==> src/rtl/kec_pkg.sv <==
// kec_pkg: register indices, reset values, characters and carrier types
// for the lane error-code and lane 0 end-of-packet check block.
// assumes one core clock; registers reached over AXI4-Lite, 32-bit data.
package kec_pkg;

  // bus geometry: byte address = 4 * register index
  localparam int          ADDR_W       = 18;
  localparam int          IDX_W        = 16;
  localparam int          FIFO_DEPTH   = 8;

  // register indices
  localparam logic [15:0] IDX_CODE_LN0 = 16'h8005;
  localparam logic [15:0] IDX_CODE_LN1 = 16'h8006;
  localparam logic [15:0] IDX_CODE_LN2 = 16'h8007;
  localparam logic [15:0] IDX_CODE_LN3 = 16'h8008;
  localparam logic [15:0] IDX_EOP_LN0  = 16'h8010;
  localparam logic [15:0] IDX_EOP_LN1  = 16'h8011;
  localparam logic [15:0] IDX_CONTROL  = 16'h8020;

  // values after reset
  localparam logic [15:0] CODE_LN0_RST = 16'hCE00;
  localparam logic [15:0] CODE_LN1_RST = 16'h0000;
  localparam logic [15:0] CODE_LN2_RST = 16'h0000;
  localparam logic [15:0] CODE_LN3_RST = 16'h0080;
  localparam logic [15:0] EOP_CNT_RST  = 16'hFFFD;
  localparam logic [15:0] EOP_CNT_MAX  = 16'hFFFF;
  localparam logic [15:0] CONTROL_RST  = 16'h0001;

  // field positions
  localparam int          CODE_MSB     = 15;
  localparam int          CODE_LSB     = 7;
  localparam int          CODE_CTL_BIT = 8;
  localparam int          CTRL_KR_BIT  = 0;

  // xgmii control characters
  localparam logic [7:0]  CHAR_TERM    = 8'hFD;
  localparam logic [7:0]  CHAR_K       = 8'hBC;
  localparam logic [7:0]  CHAR_A       = 8'h7C;

  // axi responses
  localparam logic [1:0]  RESP_OKAY    = 2'h0;
  localparam logic [1:0]  RESP_SLVERR  = 2'h2;

  // one xgmii column: four lanes, lane 0 in the low byte
  typedef struct packed {
    logic [3:0]  ctrl;
    logic [31:0] data;
  } kec_col_t;

  // column with per-lane error conditions from the datapath
  typedef struct packed {
    logic [3:0] err;
    kec_col_t   col;
  } kec_ecol_t;

endpackage : kec_pkg

==> src/rtl/kec_top.sv <==
// kec_top: per-lane error-code substitution on tx and rx columns, lane 0
// end-of-packet error counting, and the AXI4-Lite register slave.
// assumes one 250 MHz clock, synchronous active-high reset, and that the
// datapath flags per-lane error conditions alongside each column.
//
// Summary of operation
// - KR mode: erroring lane sends its code
// - code msb is control flag, low eight data
// - lane 1 code resets to 8'h00, flag 0
// - lane 2 code resets to 8'h00, flag 0
// - lane 3 code resets to 8'h01, flag 0
// - code register bits 6:0 read zero
// - lane 0 terminate needs /K/ in lanes 1-3
// - lane 0 terminate needs K or A next
// - 16-bit error count clears on read
// - lane 0 code resets to 8'h9C, flag 1
`timescale 1ns/1ps
module kec_top (
  // clock and reset
  input  wire logic                      i_clock,
  input  wire logic                      i_srst,
  // axi4-lite write address and data
  input  wire logic                      i_s_axi_awvalid,
  output logic                           o_s_axi_awready,
  input  wire logic [kec_pkg::ADDR_W-1:0] i_s_axi_awaddr,
  input  wire logic                      i_s_axi_wvalid,
  output logic                           o_s_axi_wready,
  input  wire logic [31:0]               i_s_axi_wdata,
  input  wire logic [3:0]                i_s_axi_wstrb,
  // axi4-lite write response
  output logic                           o_s_axi_bvalid,
  input  wire logic                      i_s_axi_bready,
  output logic [1:0]                     o_s_axi_bresp,
  // axi4-lite read
  input  wire logic                      i_s_axi_arvalid,
  output logic                           o_s_axi_arready,
  input  wire logic [kec_pkg::ADDR_W-1:0] i_s_axi_araddr,
  output logic                           o_s_axi_rvalid,
  input  wire logic                      i_s_axi_rready,
  output logic [31:0]                    o_s_axi_rdata,
  output logic [1:0]                     o_s_axi_rresp,
  // transmit column in
  input  wire logic                      i_tx_valid,
  output logic                           o_tx_ready,
  input  wire kec_pkg::kec_ecol_t        i_tx_col,
  // transmit column out
  output logic                           o_tx_valid,
  input  wire logic                      i_tx_out_ready,
  output kec_pkg::kec_col_t              o_tx_col,
  // receive column in
  input  wire logic                      i_rx_valid,
  output logic                           o_rx_ready,
  input  wire kec_pkg::kec_ecol_t        i_rx_col,
  // receive column out, through the fifo
  output logic                           o_rx_valid,
  input  wire logic                      i_rx_out_ready,
  output kec_pkg::kec_col_t              o_rx_col
);

  typedef struct packed {
    logic [3:0][8:0]   code;
    logic              kr_mode;
    logic [15:0]       eop0_cnt;
    logic [15:0]       eop1_cnt;
    logic              bvalid;
    logic [1:0]        bresp;
    logic              rvalid;
    logic [1:0]        rresp;
    logic [31:0]       rdata;
    logic              tx_valid;
    kec_pkg::kec_col_t tx_col;
  } kec_top_state_t;

  kec_top_state_t       st_reg;
  kec_top_state_t       st_next;
  kec_top_state_t       st_rst;
  kec_pkg::kec_col_t    tx_sub;
  kec_pkg::kec_col_t    rx_sub;
  logic                 wr_take;
  logic                 rd_take;
  logic [15:0]          wr_idx;
  logic [15:0]          rd_idx;
  logic                 tx_take;
  logic                 rx_take;
  logic                 eop_err;
  logic                 fifo_in_ready;

  // register indices from word addresses
  assign wr_idx = i_s_axi_awaddr[kec_pkg::ADDR_W-1:2];
  assign rd_idx = i_s_axi_araddr[kec_pkg::ADDR_W-1:2];

  // write taken only with address and data together, one at a time
  assign wr_take         = i_s_axi_awvalid && i_s_axi_wvalid && !st_reg.bvalid;
  assign o_s_axi_awready = wr_take;
  assign o_s_axi_wready  = wr_take;
  assign rd_take         = i_s_axi_arvalid && !st_reg.rvalid;
  assign o_s_axi_arready = !st_reg.rvalid;

  // per-lane code substitution on both paths
  for (genvar i = 0; i < 4; i++) begin : g_sub
    // flag to ctrl, low eight to data
    assign tx_sub.ctrl[i]       = (st_reg.kr_mode && i_tx_col.err[i]) ?
                                  st_reg.code[i][kec_pkg::CODE_CTL_BIT] : i_tx_col.col.ctrl[i];
    assign tx_sub.data[8*i +: 8] = (st_reg.kr_mode && i_tx_col.err[i]) ?
                                  st_reg.code[i][7:0] : i_tx_col.col.data[8*i +: 8];
    assign rx_sub.ctrl[i]       = (st_reg.kr_mode && i_rx_col.err[i]) ?
                                  st_reg.code[i][kec_pkg::CODE_CTL_BIT] : i_rx_col.col.ctrl[i];
    assign rx_sub.data[8*i +: 8] = (st_reg.kr_mode && i_rx_col.err[i]) ?
                                  st_reg.code[i][7:0] : i_rx_col.col.data[8*i +: 8];
  end

  // tx output stage stalls the source when the sink does
  assign o_tx_ready = !st_reg.tx_valid || i_tx_out_ready;
  assign tx_take    = i_tx_valid && o_tx_ready;
  assign o_tx_valid = st_reg.tx_valid;
  assign o_tx_col   = st_reg.tx_col;

  // rx path goes through the fifo; its ready is the source's ready
  assign o_rx_ready = fifo_in_ready;
  assign rx_take    = i_rx_valid && fifo_in_ready;

  kec_fifo #(
    .WIDTH ($bits(kec_pkg::kec_col_t)),
    .DEPTH (kec_pkg::FIFO_DEPTH)
  ) u_rx_fifo (
    .i_clock     (i_clock),
    .i_srst      (i_srst),
    .i_in_valid  (i_rx_valid),
    .o_in_ready  (fifo_in_ready),
    .i_in_data   (rx_sub),
    .o_out_valid (o_rx_valid),
    .i_out_ready (i_rx_out_ready),
    .o_out_data  (o_rx_col)
  );

  // lane 0 terminate check on received columns as they arrive
  kec_eop_check u_eop (
    .i_clock     (i_clock),
    .i_srst      (i_srst),
    .i_col_valid (rx_take),
    .i_col       (i_rx_col.col),
    .o_eop_err   (eop_err)
  );

  // values after reset
  always_comb begin
    st_rst          = '0;
    st_rst.code[0]  = kec_pkg::CODE_LN0_RST[kec_pkg::CODE_MSB:kec_pkg::CODE_LSB];
    st_rst.code[1]  = kec_pkg::CODE_LN1_RST[kec_pkg::CODE_MSB:kec_pkg::CODE_LSB];
    st_rst.code[2]  = kec_pkg::CODE_LN2_RST[kec_pkg::CODE_MSB:kec_pkg::CODE_LSB];
    st_rst.code[3]  = kec_pkg::CODE_LN3_RST[kec_pkg::CODE_MSB:kec_pkg::CODE_LSB];
    st_rst.kr_mode  = kec_pkg::CONTROL_RST[kec_pkg::CTRL_KR_BIT];
    st_rst.eop0_cnt = kec_pkg::EOP_CNT_RST;
    st_rst.eop1_cnt = kec_pkg::EOP_CNT_RST;
  end

  // next state: bus slave, counters, tx stage
  always_comb begin
    st_next = st_reg;

    // tx stage
    if (tx_take) begin
      st_next.tx_valid = 1'b1;
      st_next.tx_col   = tx_sub;
    end else if (i_tx_out_ready) begin
      st_next.tx_valid = 1'b0;
    end

    // write response retires
    if (st_reg.bvalid && i_s_axi_bready) begin
      st_next.bvalid = 1'b0;
    end

    // write decode with byte strobes
    if (wr_take) begin
      st_next.bvalid = 1'b1;
      st_next.bresp  = kec_pkg::RESP_OKAY;
      case (wr_idx)
        kec_pkg::IDX_CODE_LN0,
        kec_pkg::IDX_CODE_LN1,
        kec_pkg::IDX_CODE_LN2,
        kec_pkg::IDX_CODE_LN3: begin
          if (i_s_axi_wstrb[1]) begin
            st_next.code[2'(wr_idx - kec_pkg::IDX_CODE_LN0)][8:1] = i_s_axi_wdata[15:8];
          end
          if (i_s_axi_wstrb[0]) begin
            st_next.code[2'(wr_idx - kec_pkg::IDX_CODE_LN0)][0] = i_s_axi_wdata[7];
          end
        end
        kec_pkg::IDX_CONTROL: begin
          if (i_s_axi_wstrb[0]) begin
            st_next.kr_mode = i_s_axi_wdata[kec_pkg::CTRL_KR_BIT];
          end
        end
        kec_pkg::IDX_EOP_LN0,
        kec_pkg::IDX_EOP_LN1: begin
          st_next.bresp = kec_pkg::RESP_OKAY; // counters ignore writes
        end
        default: begin
          st_next.bresp = kec_pkg::RESP_SLVERR;
        end
      endcase
    end

    // read response retires
    if (st_reg.rvalid && i_s_axi_rready) begin
      st_next.rvalid = 1'b0;
    end

    // read decode
    if (rd_take) begin
      st_next.rvalid = 1'b1;
      st_next.rresp  = kec_pkg::RESP_OKAY;
      st_next.rdata  = 32'h0000_0000;
      case (rd_idx)
        kec_pkg::IDX_CODE_LN0,
        kec_pkg::IDX_CODE_LN1,
        kec_pkg::IDX_CODE_LN2,
        kec_pkg::IDX_CODE_LN3: begin
          st_next.rdata[kec_pkg::CODE_MSB:kec_pkg::CODE_LSB] =
            st_reg.code[2'(rd_idx - kec_pkg::IDX_CODE_LN0)];
        end
        kec_pkg::IDX_EOP_LN0: begin
          st_next.rdata[15:0] = st_reg.eop0_cnt;
        end
        kec_pkg::IDX_EOP_LN1: begin
          st_next.rdata[15:0] = st_reg.eop1_cnt;
          st_next.eop1_cnt    = 16'h0000;
        end
        kec_pkg::IDX_CONTROL: begin
          st_next.rdata[kec_pkg::CTRL_KR_BIT] = st_reg.kr_mode;
        end
        default: begin
          st_next.rresp = kec_pkg::RESP_SLVERR;
        end
      endcase
    end

    // clear on read, new error wins
    // count up, hold at all ones
    if (rd_take && (rd_idx == kec_pkg::IDX_EOP_LN0)) begin
      st_next.eop0_cnt = eop_err ? 16'h0001 : 16'h0000;
    end else if (eop_err && (st_reg.eop0_cnt != kec_pkg::EOP_CNT_MAX)) begin
      st_next.eop0_cnt = st_reg.eop0_cnt + 16'h0001;
    end
  end

  // state register
  always_ff @(posedge i_clock) begin
    if (i_srst) begin
      st_reg <= st_rst;
    end else begin
      st_reg <= st_next;
    end
  end

  // bus outputs straight from state
  assign o_s_axi_bvalid = st_reg.bvalid;
  assign o_s_axi_bresp  = st_reg.bresp;
  assign o_s_axi_rvalid = st_reg.rvalid;
  assign o_s_axi_rresp  = st_reg.rresp;
  assign o_s_axi_rdata  = st_reg.rdata;

endmodule : kec_top

==> src/rtl/kec_fifo.sv <==
// kec_fifo: synchronous fifo with valid/ready on both sides.
// assumes one clock and a synchronous active-high reset.
`timescale 1ns/1ps
module kec_fifo #(
  parameter int WIDTH = 36,
  parameter int DEPTH = 8
) (
  // clock and reset
  input  wire logic             i_clock,
  input  wire logic             i_srst,
  // fill side
  input  wire logic             i_in_valid,
  output logic                  o_in_ready,
  input  wire logic [WIDTH-1:0] i_in_data,
  // drain side
  output logic                  o_out_valid,
  input  wire logic             i_out_ready,
  output logic [WIDTH-1:0]      o_out_data
);

  localparam int AW = $clog2(DEPTH);

  typedef struct packed {
    logic [DEPTH-1:0][WIDTH-1:0] mem;
    logic [AW-1:0]               wptr;
    logic [AW-1:0]               rptr;
    logic [AW:0]                 count;
  } kec_fifo_state_t;

  kec_fifo_state_t st_reg;
  kec_fifo_state_t st_next;
  logic            push;
  logic            pop;

  // honest full and empty from the fill count
  assign o_in_ready  = (st_reg.count != (AW+1)'(DEPTH));
  assign o_out_valid = (st_reg.count != '0);
  assign o_out_data  = st_reg.mem[st_reg.rptr];
  assign push        = i_in_valid && o_in_ready;
  assign pop         = o_out_valid && i_out_ready;

  // pointer and count update
  always_comb begin
    st_next = st_reg;
    if (push) begin
      st_next.mem[st_reg.wptr] = i_in_data;
      st_next.wptr             = (st_reg.wptr == AW'(DEPTH-1)) ? '0 : st_reg.wptr + 1'b1;
    end
    if (pop) begin
      st_next.rptr = (st_reg.rptr == AW'(DEPTH-1)) ? '0 : st_reg.rptr + 1'b1;
    end
    if (push && !pop) begin
      st_next.count = st_reg.count + 1'b1;
    end else if (pop && !push) begin
      st_next.count = st_reg.count - 1'b1;
    end
  end

  // state register
  always_ff @(posedge i_clock) begin
    if (i_srst) begin
      st_reg <= '0;
    end else begin
      st_reg <= st_next;
    end
  end

endmodule : kec_fifo

==> src/rtl/kec_eop_check.sv <==
// kec_eop_check: watches accepted columns for a malformed lane 0 terminate.
// assumes columns arrive in order, one per i_col_valid cycle.
`timescale 1ns/1ps
module kec_eop_check (
  // clock and reset
  input  wire logic            i_clock,
  input  wire logic            i_srst,
  // watched column
  input  wire logic            i_col_valid,
  input  wire kec_pkg::kec_col_t i_col,
  // one-cycle error pulse
  output logic                 o_eop_err
);

  typedef struct packed {
    logic pending;
    logic lanes_bad;
    logic err;
  } kec_eop_state_t;

  kec_eop_state_t st_reg;
  kec_eop_state_t st_next;
  logic [3:0]     is_k;
  logic [3:0]     is_a;
  logic           term0;

  // per-lane character match
  for (genvar i = 0; i < 4; i++) begin : g_lane
    assign is_k[i] = i_col.ctrl[i] && (i_col.data[8*i +: 8] == kec_pkg::CHAR_K);
    assign is_a[i] = i_col.ctrl[i] && (i_col.data[8*i +: 8] == kec_pkg::CHAR_A);
  end
  assign term0 = i_col.ctrl[0] && (i_col.data[7:0] == kec_pkg::CHAR_TERM);

  // terminate tracking, one error per terminate column
  always_comb begin
    st_next     = st_reg;
    st_next.err = 1'b0;
    if (i_col_valid) begin
      if (st_reg.pending) begin
        // bad lanes 1-3 on the terminate, or next column not all K or all A
        st_next.err = st_reg.lanes_bad || !((&is_k) || (&is_a));
      end
      st_next.pending   = term0;
      st_next.lanes_bad = term0 && !(&is_k[3:1]);
    end
  end

  // state register
  always_ff @(posedge i_clock) begin
    if (i_srst) begin
      st_reg <= '0;
    end else begin
      st_reg <= st_next;
    end
  end

  assign o_eop_err = st_reg.err;

endmodule : kec_eop_check

==> config.mk <==
export PLATFORM = sky130hd
export DESIGN_NAME = kec_top
export DESIGN_NICKNAME = d
export VERILOG_FILES = /design/src/rtl/kec_pkg.sv /design/src/rtl/kec_top.sv /design/src/rtl/kec_fifo.sv /design/src/rtl/kec_eop_check.sv
export SDC_FILE = /design/constraint.sdc
export NUM_CORES = 1
export LEC_CHECK = 0
export ABC_AREA = 1
export BUFFER_PORTS_ARGS = -buffer_cell sky130_fd_sc_hd__buf_2
export CAP_MARGIN = 20
export CORE_MARGIN = 3
export CORE_UTILIZATION = 62
export CTS_CLUSTER_SIZE = 8
export DETAILED_ROUTE_END_ITERATION = 10
export HOLD_SLACK_MARGIN = 0.15
export PLACE_DENSITY = 0.85
export SYNTH_ARGS = -nofsm -noshare
export SYNTH_HDL_FRONTEND = slang
export SYNTH_SLANG_ARGS = --single-unit
==> constraint.sdc <==
create_clock -name i_clock -period 3.83 [get_ports i_clock]
set_input_delay 0.9575 -clock i_clock [delete_from_list [all_inputs] [get_ports i_clock]]
set_output_delay 0.9575 -clock i_clock [all_outputs]
set_load 0.05 [all_outputs]
==> metrics.md <==
| Metric | Value |
|---|---|
| Worst EP arrival | `2680 ps` |
| CP max stage delay | `360 ps` |
| Most frequently used flop master after synthesis | `dfxtp_1` |
| Die Ht | `186 µm` |
| Final GP Congestion | `0.988` |
| Syn Inst Count | `2852` |
| WHS | `437 ps` |
| Clock period minus worst slack | `3640 ps` |
| Finished Cell Area | `0.0223 mm²` |
| DR iter-0 viols | `2244` |
| Syn_area_per_cell | `7.03 µm²` |
| Drt pass-1 iters | `7` |
| Initial antenna violation count | `2` |
| Final Routed Wirelength | `59200 µm` |
| Max-capacitance violation count | `0` |
| Power Density | `605 mW/mm²` |
| LEAKAGE | `9.31 nW` |
| Area occupied by multi-input gates | `0.00901 mm²` |
| Non-Filler Instances | `3338` |
| GRT Total Usage | `0.333` |
| Startpoint class of the critical path | `flip-flop` |
| I/O pin total | `280` |
| Reg2reg path depth | `8` |
| Max-slew headroom | `0.403` |
| # DRC | `0` |
| Clk buf depth | `3` |
| CP max FO | `58` |
| Pin count of the biggest net entering global routing | `165` |
| Run status | `finished clean` |
| Setup violators final | `0` |
| Top cells by area, synth | `dfxtp_1 41%, a21oi_1 12%, o21ai_0 11%` |
| CP Class | `reg -> out` |
| Dpl hpwl | `38700 µm` |
| Post-synth top area share | `0.412` |
| Clk Latency, worst-skew pair | `580 ps` |
| DRT antenna net count | `0` |
| Synth cell types | `39` |
| IO Port Bufs | `233` |
| CTS tree | `yes` |
| Core region area | `0.0317 mm²` |
| Clock Sinks | `412` |
| Largest register FFs | `298` |
| RSZ-0062 raised after global routing | `no` |
| Fin nets | `3105` |
| Reg clk slew, reported paths | `50 ps` |
| Die ar. | `0.0345 mm²` |
| Worst ir drop on vdd | `0.380 mV` |
| Layout cells sized above 1 | `0.135` |
| CTS resizes | `0` |
| Most common cell in the netlist | `a21oi_1` |
| Final Hold Viols | `0` |
| CTS Root Buffer Type | `clkbuf_16` |
| Power, Total | `13.5 mW` |
| Register area share after synthesis | `0.412` |
| Actual slew at the worst max-slew pin | `889 ps` |
| Critical path, cell by cell | `clkinv_2 > buf_12 > a21oi_1 > o21ai_0 > nand2_1 > nor2_1 > a31oi_1 > buf_2` |
| Fillers | `2582` |
| Yosys warnings | `0` |
| Seq. cell area | `0.00825 mm²` |
| Placed cells | `3272` |
| Worst path required time | `2870 ps` |
| Total setup buffers inserted after CTS | `0` |
| CTS Buf Count | `57` |
| CP Capture Type | `output port` |
| Dominant cell type by area after synthesis | `dfxtp_1` |
| Via-to-Cell Ratio | `5.80` |
| Synth cell count leaders | `466 x a21oi_1, 442 x o21ai_0, 412 x dfxtp_1` |
| Synth Cell Area | `0.0200 mm²` |
| Sum of negative setup slack | `0 ps` |
| WHS Path Cells | `2` |
| Detailed-route via count | `19400` |
| Area grow syn2layout | `11.2%` |
| Post-CTS Hold Fix Bufs | `0` |
| Placement Cell Area | `0.0208 mm²` |
| Peak Freq | `275 MHz` |
| Die X | `186 µm` |
| H-tree depth | `2` |
| Hold crit path type | `reg -> reg` |
| Flops & latches, synth | `412` |
| Pins Over Slew Limit | `0` |
| First-pass GRT wire length | `93100 µm` |
| Final period util | `0.949` |
| GRT overflow | `0` |
| Wire per inst | `17.7 µm` |
| Async set-reset flop share out of synthesis | `0` |
| Fin Clk Skew | `15.8 ps` |
| Vias in the first global route | `18300` |
| Row cnt | `65` |
| Starting Density | `0.632` |
| Slowest cell on crit path | `dfxtp_4` |
| EDFF count, synth | `0` |
-- logic make-up after synthesis --
family / after synthesis / share of synthesized area
AOI/OAI and AO/OA: 1065 / 0.272
and+or+nand+nor: 697 / 0.160
buffers and inverters: 651 / 0.143
DFF: 412 / 0.412
xor gates and xnor gates: 13 / 0.00568
adders and majority gates: 13 / 0.00849
other: 1 / 0.000187
-- cell type report --
type	instances	share of cell area
Timing Repair Buffer	263	0.0680
Sequential cell	412	0.370
Antenna cell	4	0.000449
Multi-Input combinational cell	1806	0.404
Clock buffer	59	0.0653
Tap cell	402	0.0226
Inverter	389	0.0661
Clock inverter	3	0.00298
-- through the flow --
| step | setup slack [ps] | util |
|---|---|---|
| floorplan | 884 | - |
| global placement | 749 | 0.654 |
| CTS | 167 | 0.702 |
| finish | 194 | 0.703 |
| detailed placement | 779 | 0.654 |
| global route | 110 | 0.703 |
-- path summary, 6_finish.rpt --
path	slack (ps)	startpoint	end
worst max register to register	1310	u_rx_fifo.st_reg[0]	u_rx_fifo.st_reg[213]
worst min-delay path	440	u_rx_fifo.st_reg[20]	u_rx_fifo.st_reg[20]
worst max-delay path	190	u_rx_fifo.st_reg[4]	o_rx_col[34]
worst min register to register	440	u_rx_fifo.st_reg[20]	u_rx_fifo.st_reg[20]
-- power by group --
group	switching [mW]	leakage (nW)	internal [mW]
clock	1.76	0.747	2.71
sequential	0.152	3.35	4.61
combinational	3.18	5.21	1.08
-- cells in the final DEF, fill, tap and decap left out, drive strengths merged --
cell type	count
a21oi	466
nor2	168
o21a	5
clkbuf	59
nand3b	1
conb	18
nand4	25
fa	1
inv	384
bufinv	1
a31oi	73
nand3	109
xnor2	2
xor2	11
dfxtp	412
nand2	387
a211oi	3
o21ai	518
buf	263
clkinv	7
diode	4
nor3	7
ha	12
-- routing by layer --
| metal | part of all wire | GRT usage |
|---|---|---|
| met1 | 0.40 | 0.426 |
| met2 | 0.48 | 0.567 |
| met3 | 0.082 | 0.0498 |
| met4 | 0.039 | 0.135 |
| met5 | 0 | 0 |
-- critical path, delay by kind of cell, from the launching register on --
| family | cells | cell delay, ps |
|---|---|---|
| buffers and inverters | 3 | 1000 |
| AOI/OAI and AO/OA | 3 | 610 |
| DFF | 1 | 360 |
| and+or+nand+nor | 2 | 110 |
Power figures use the tool's default switching activity.
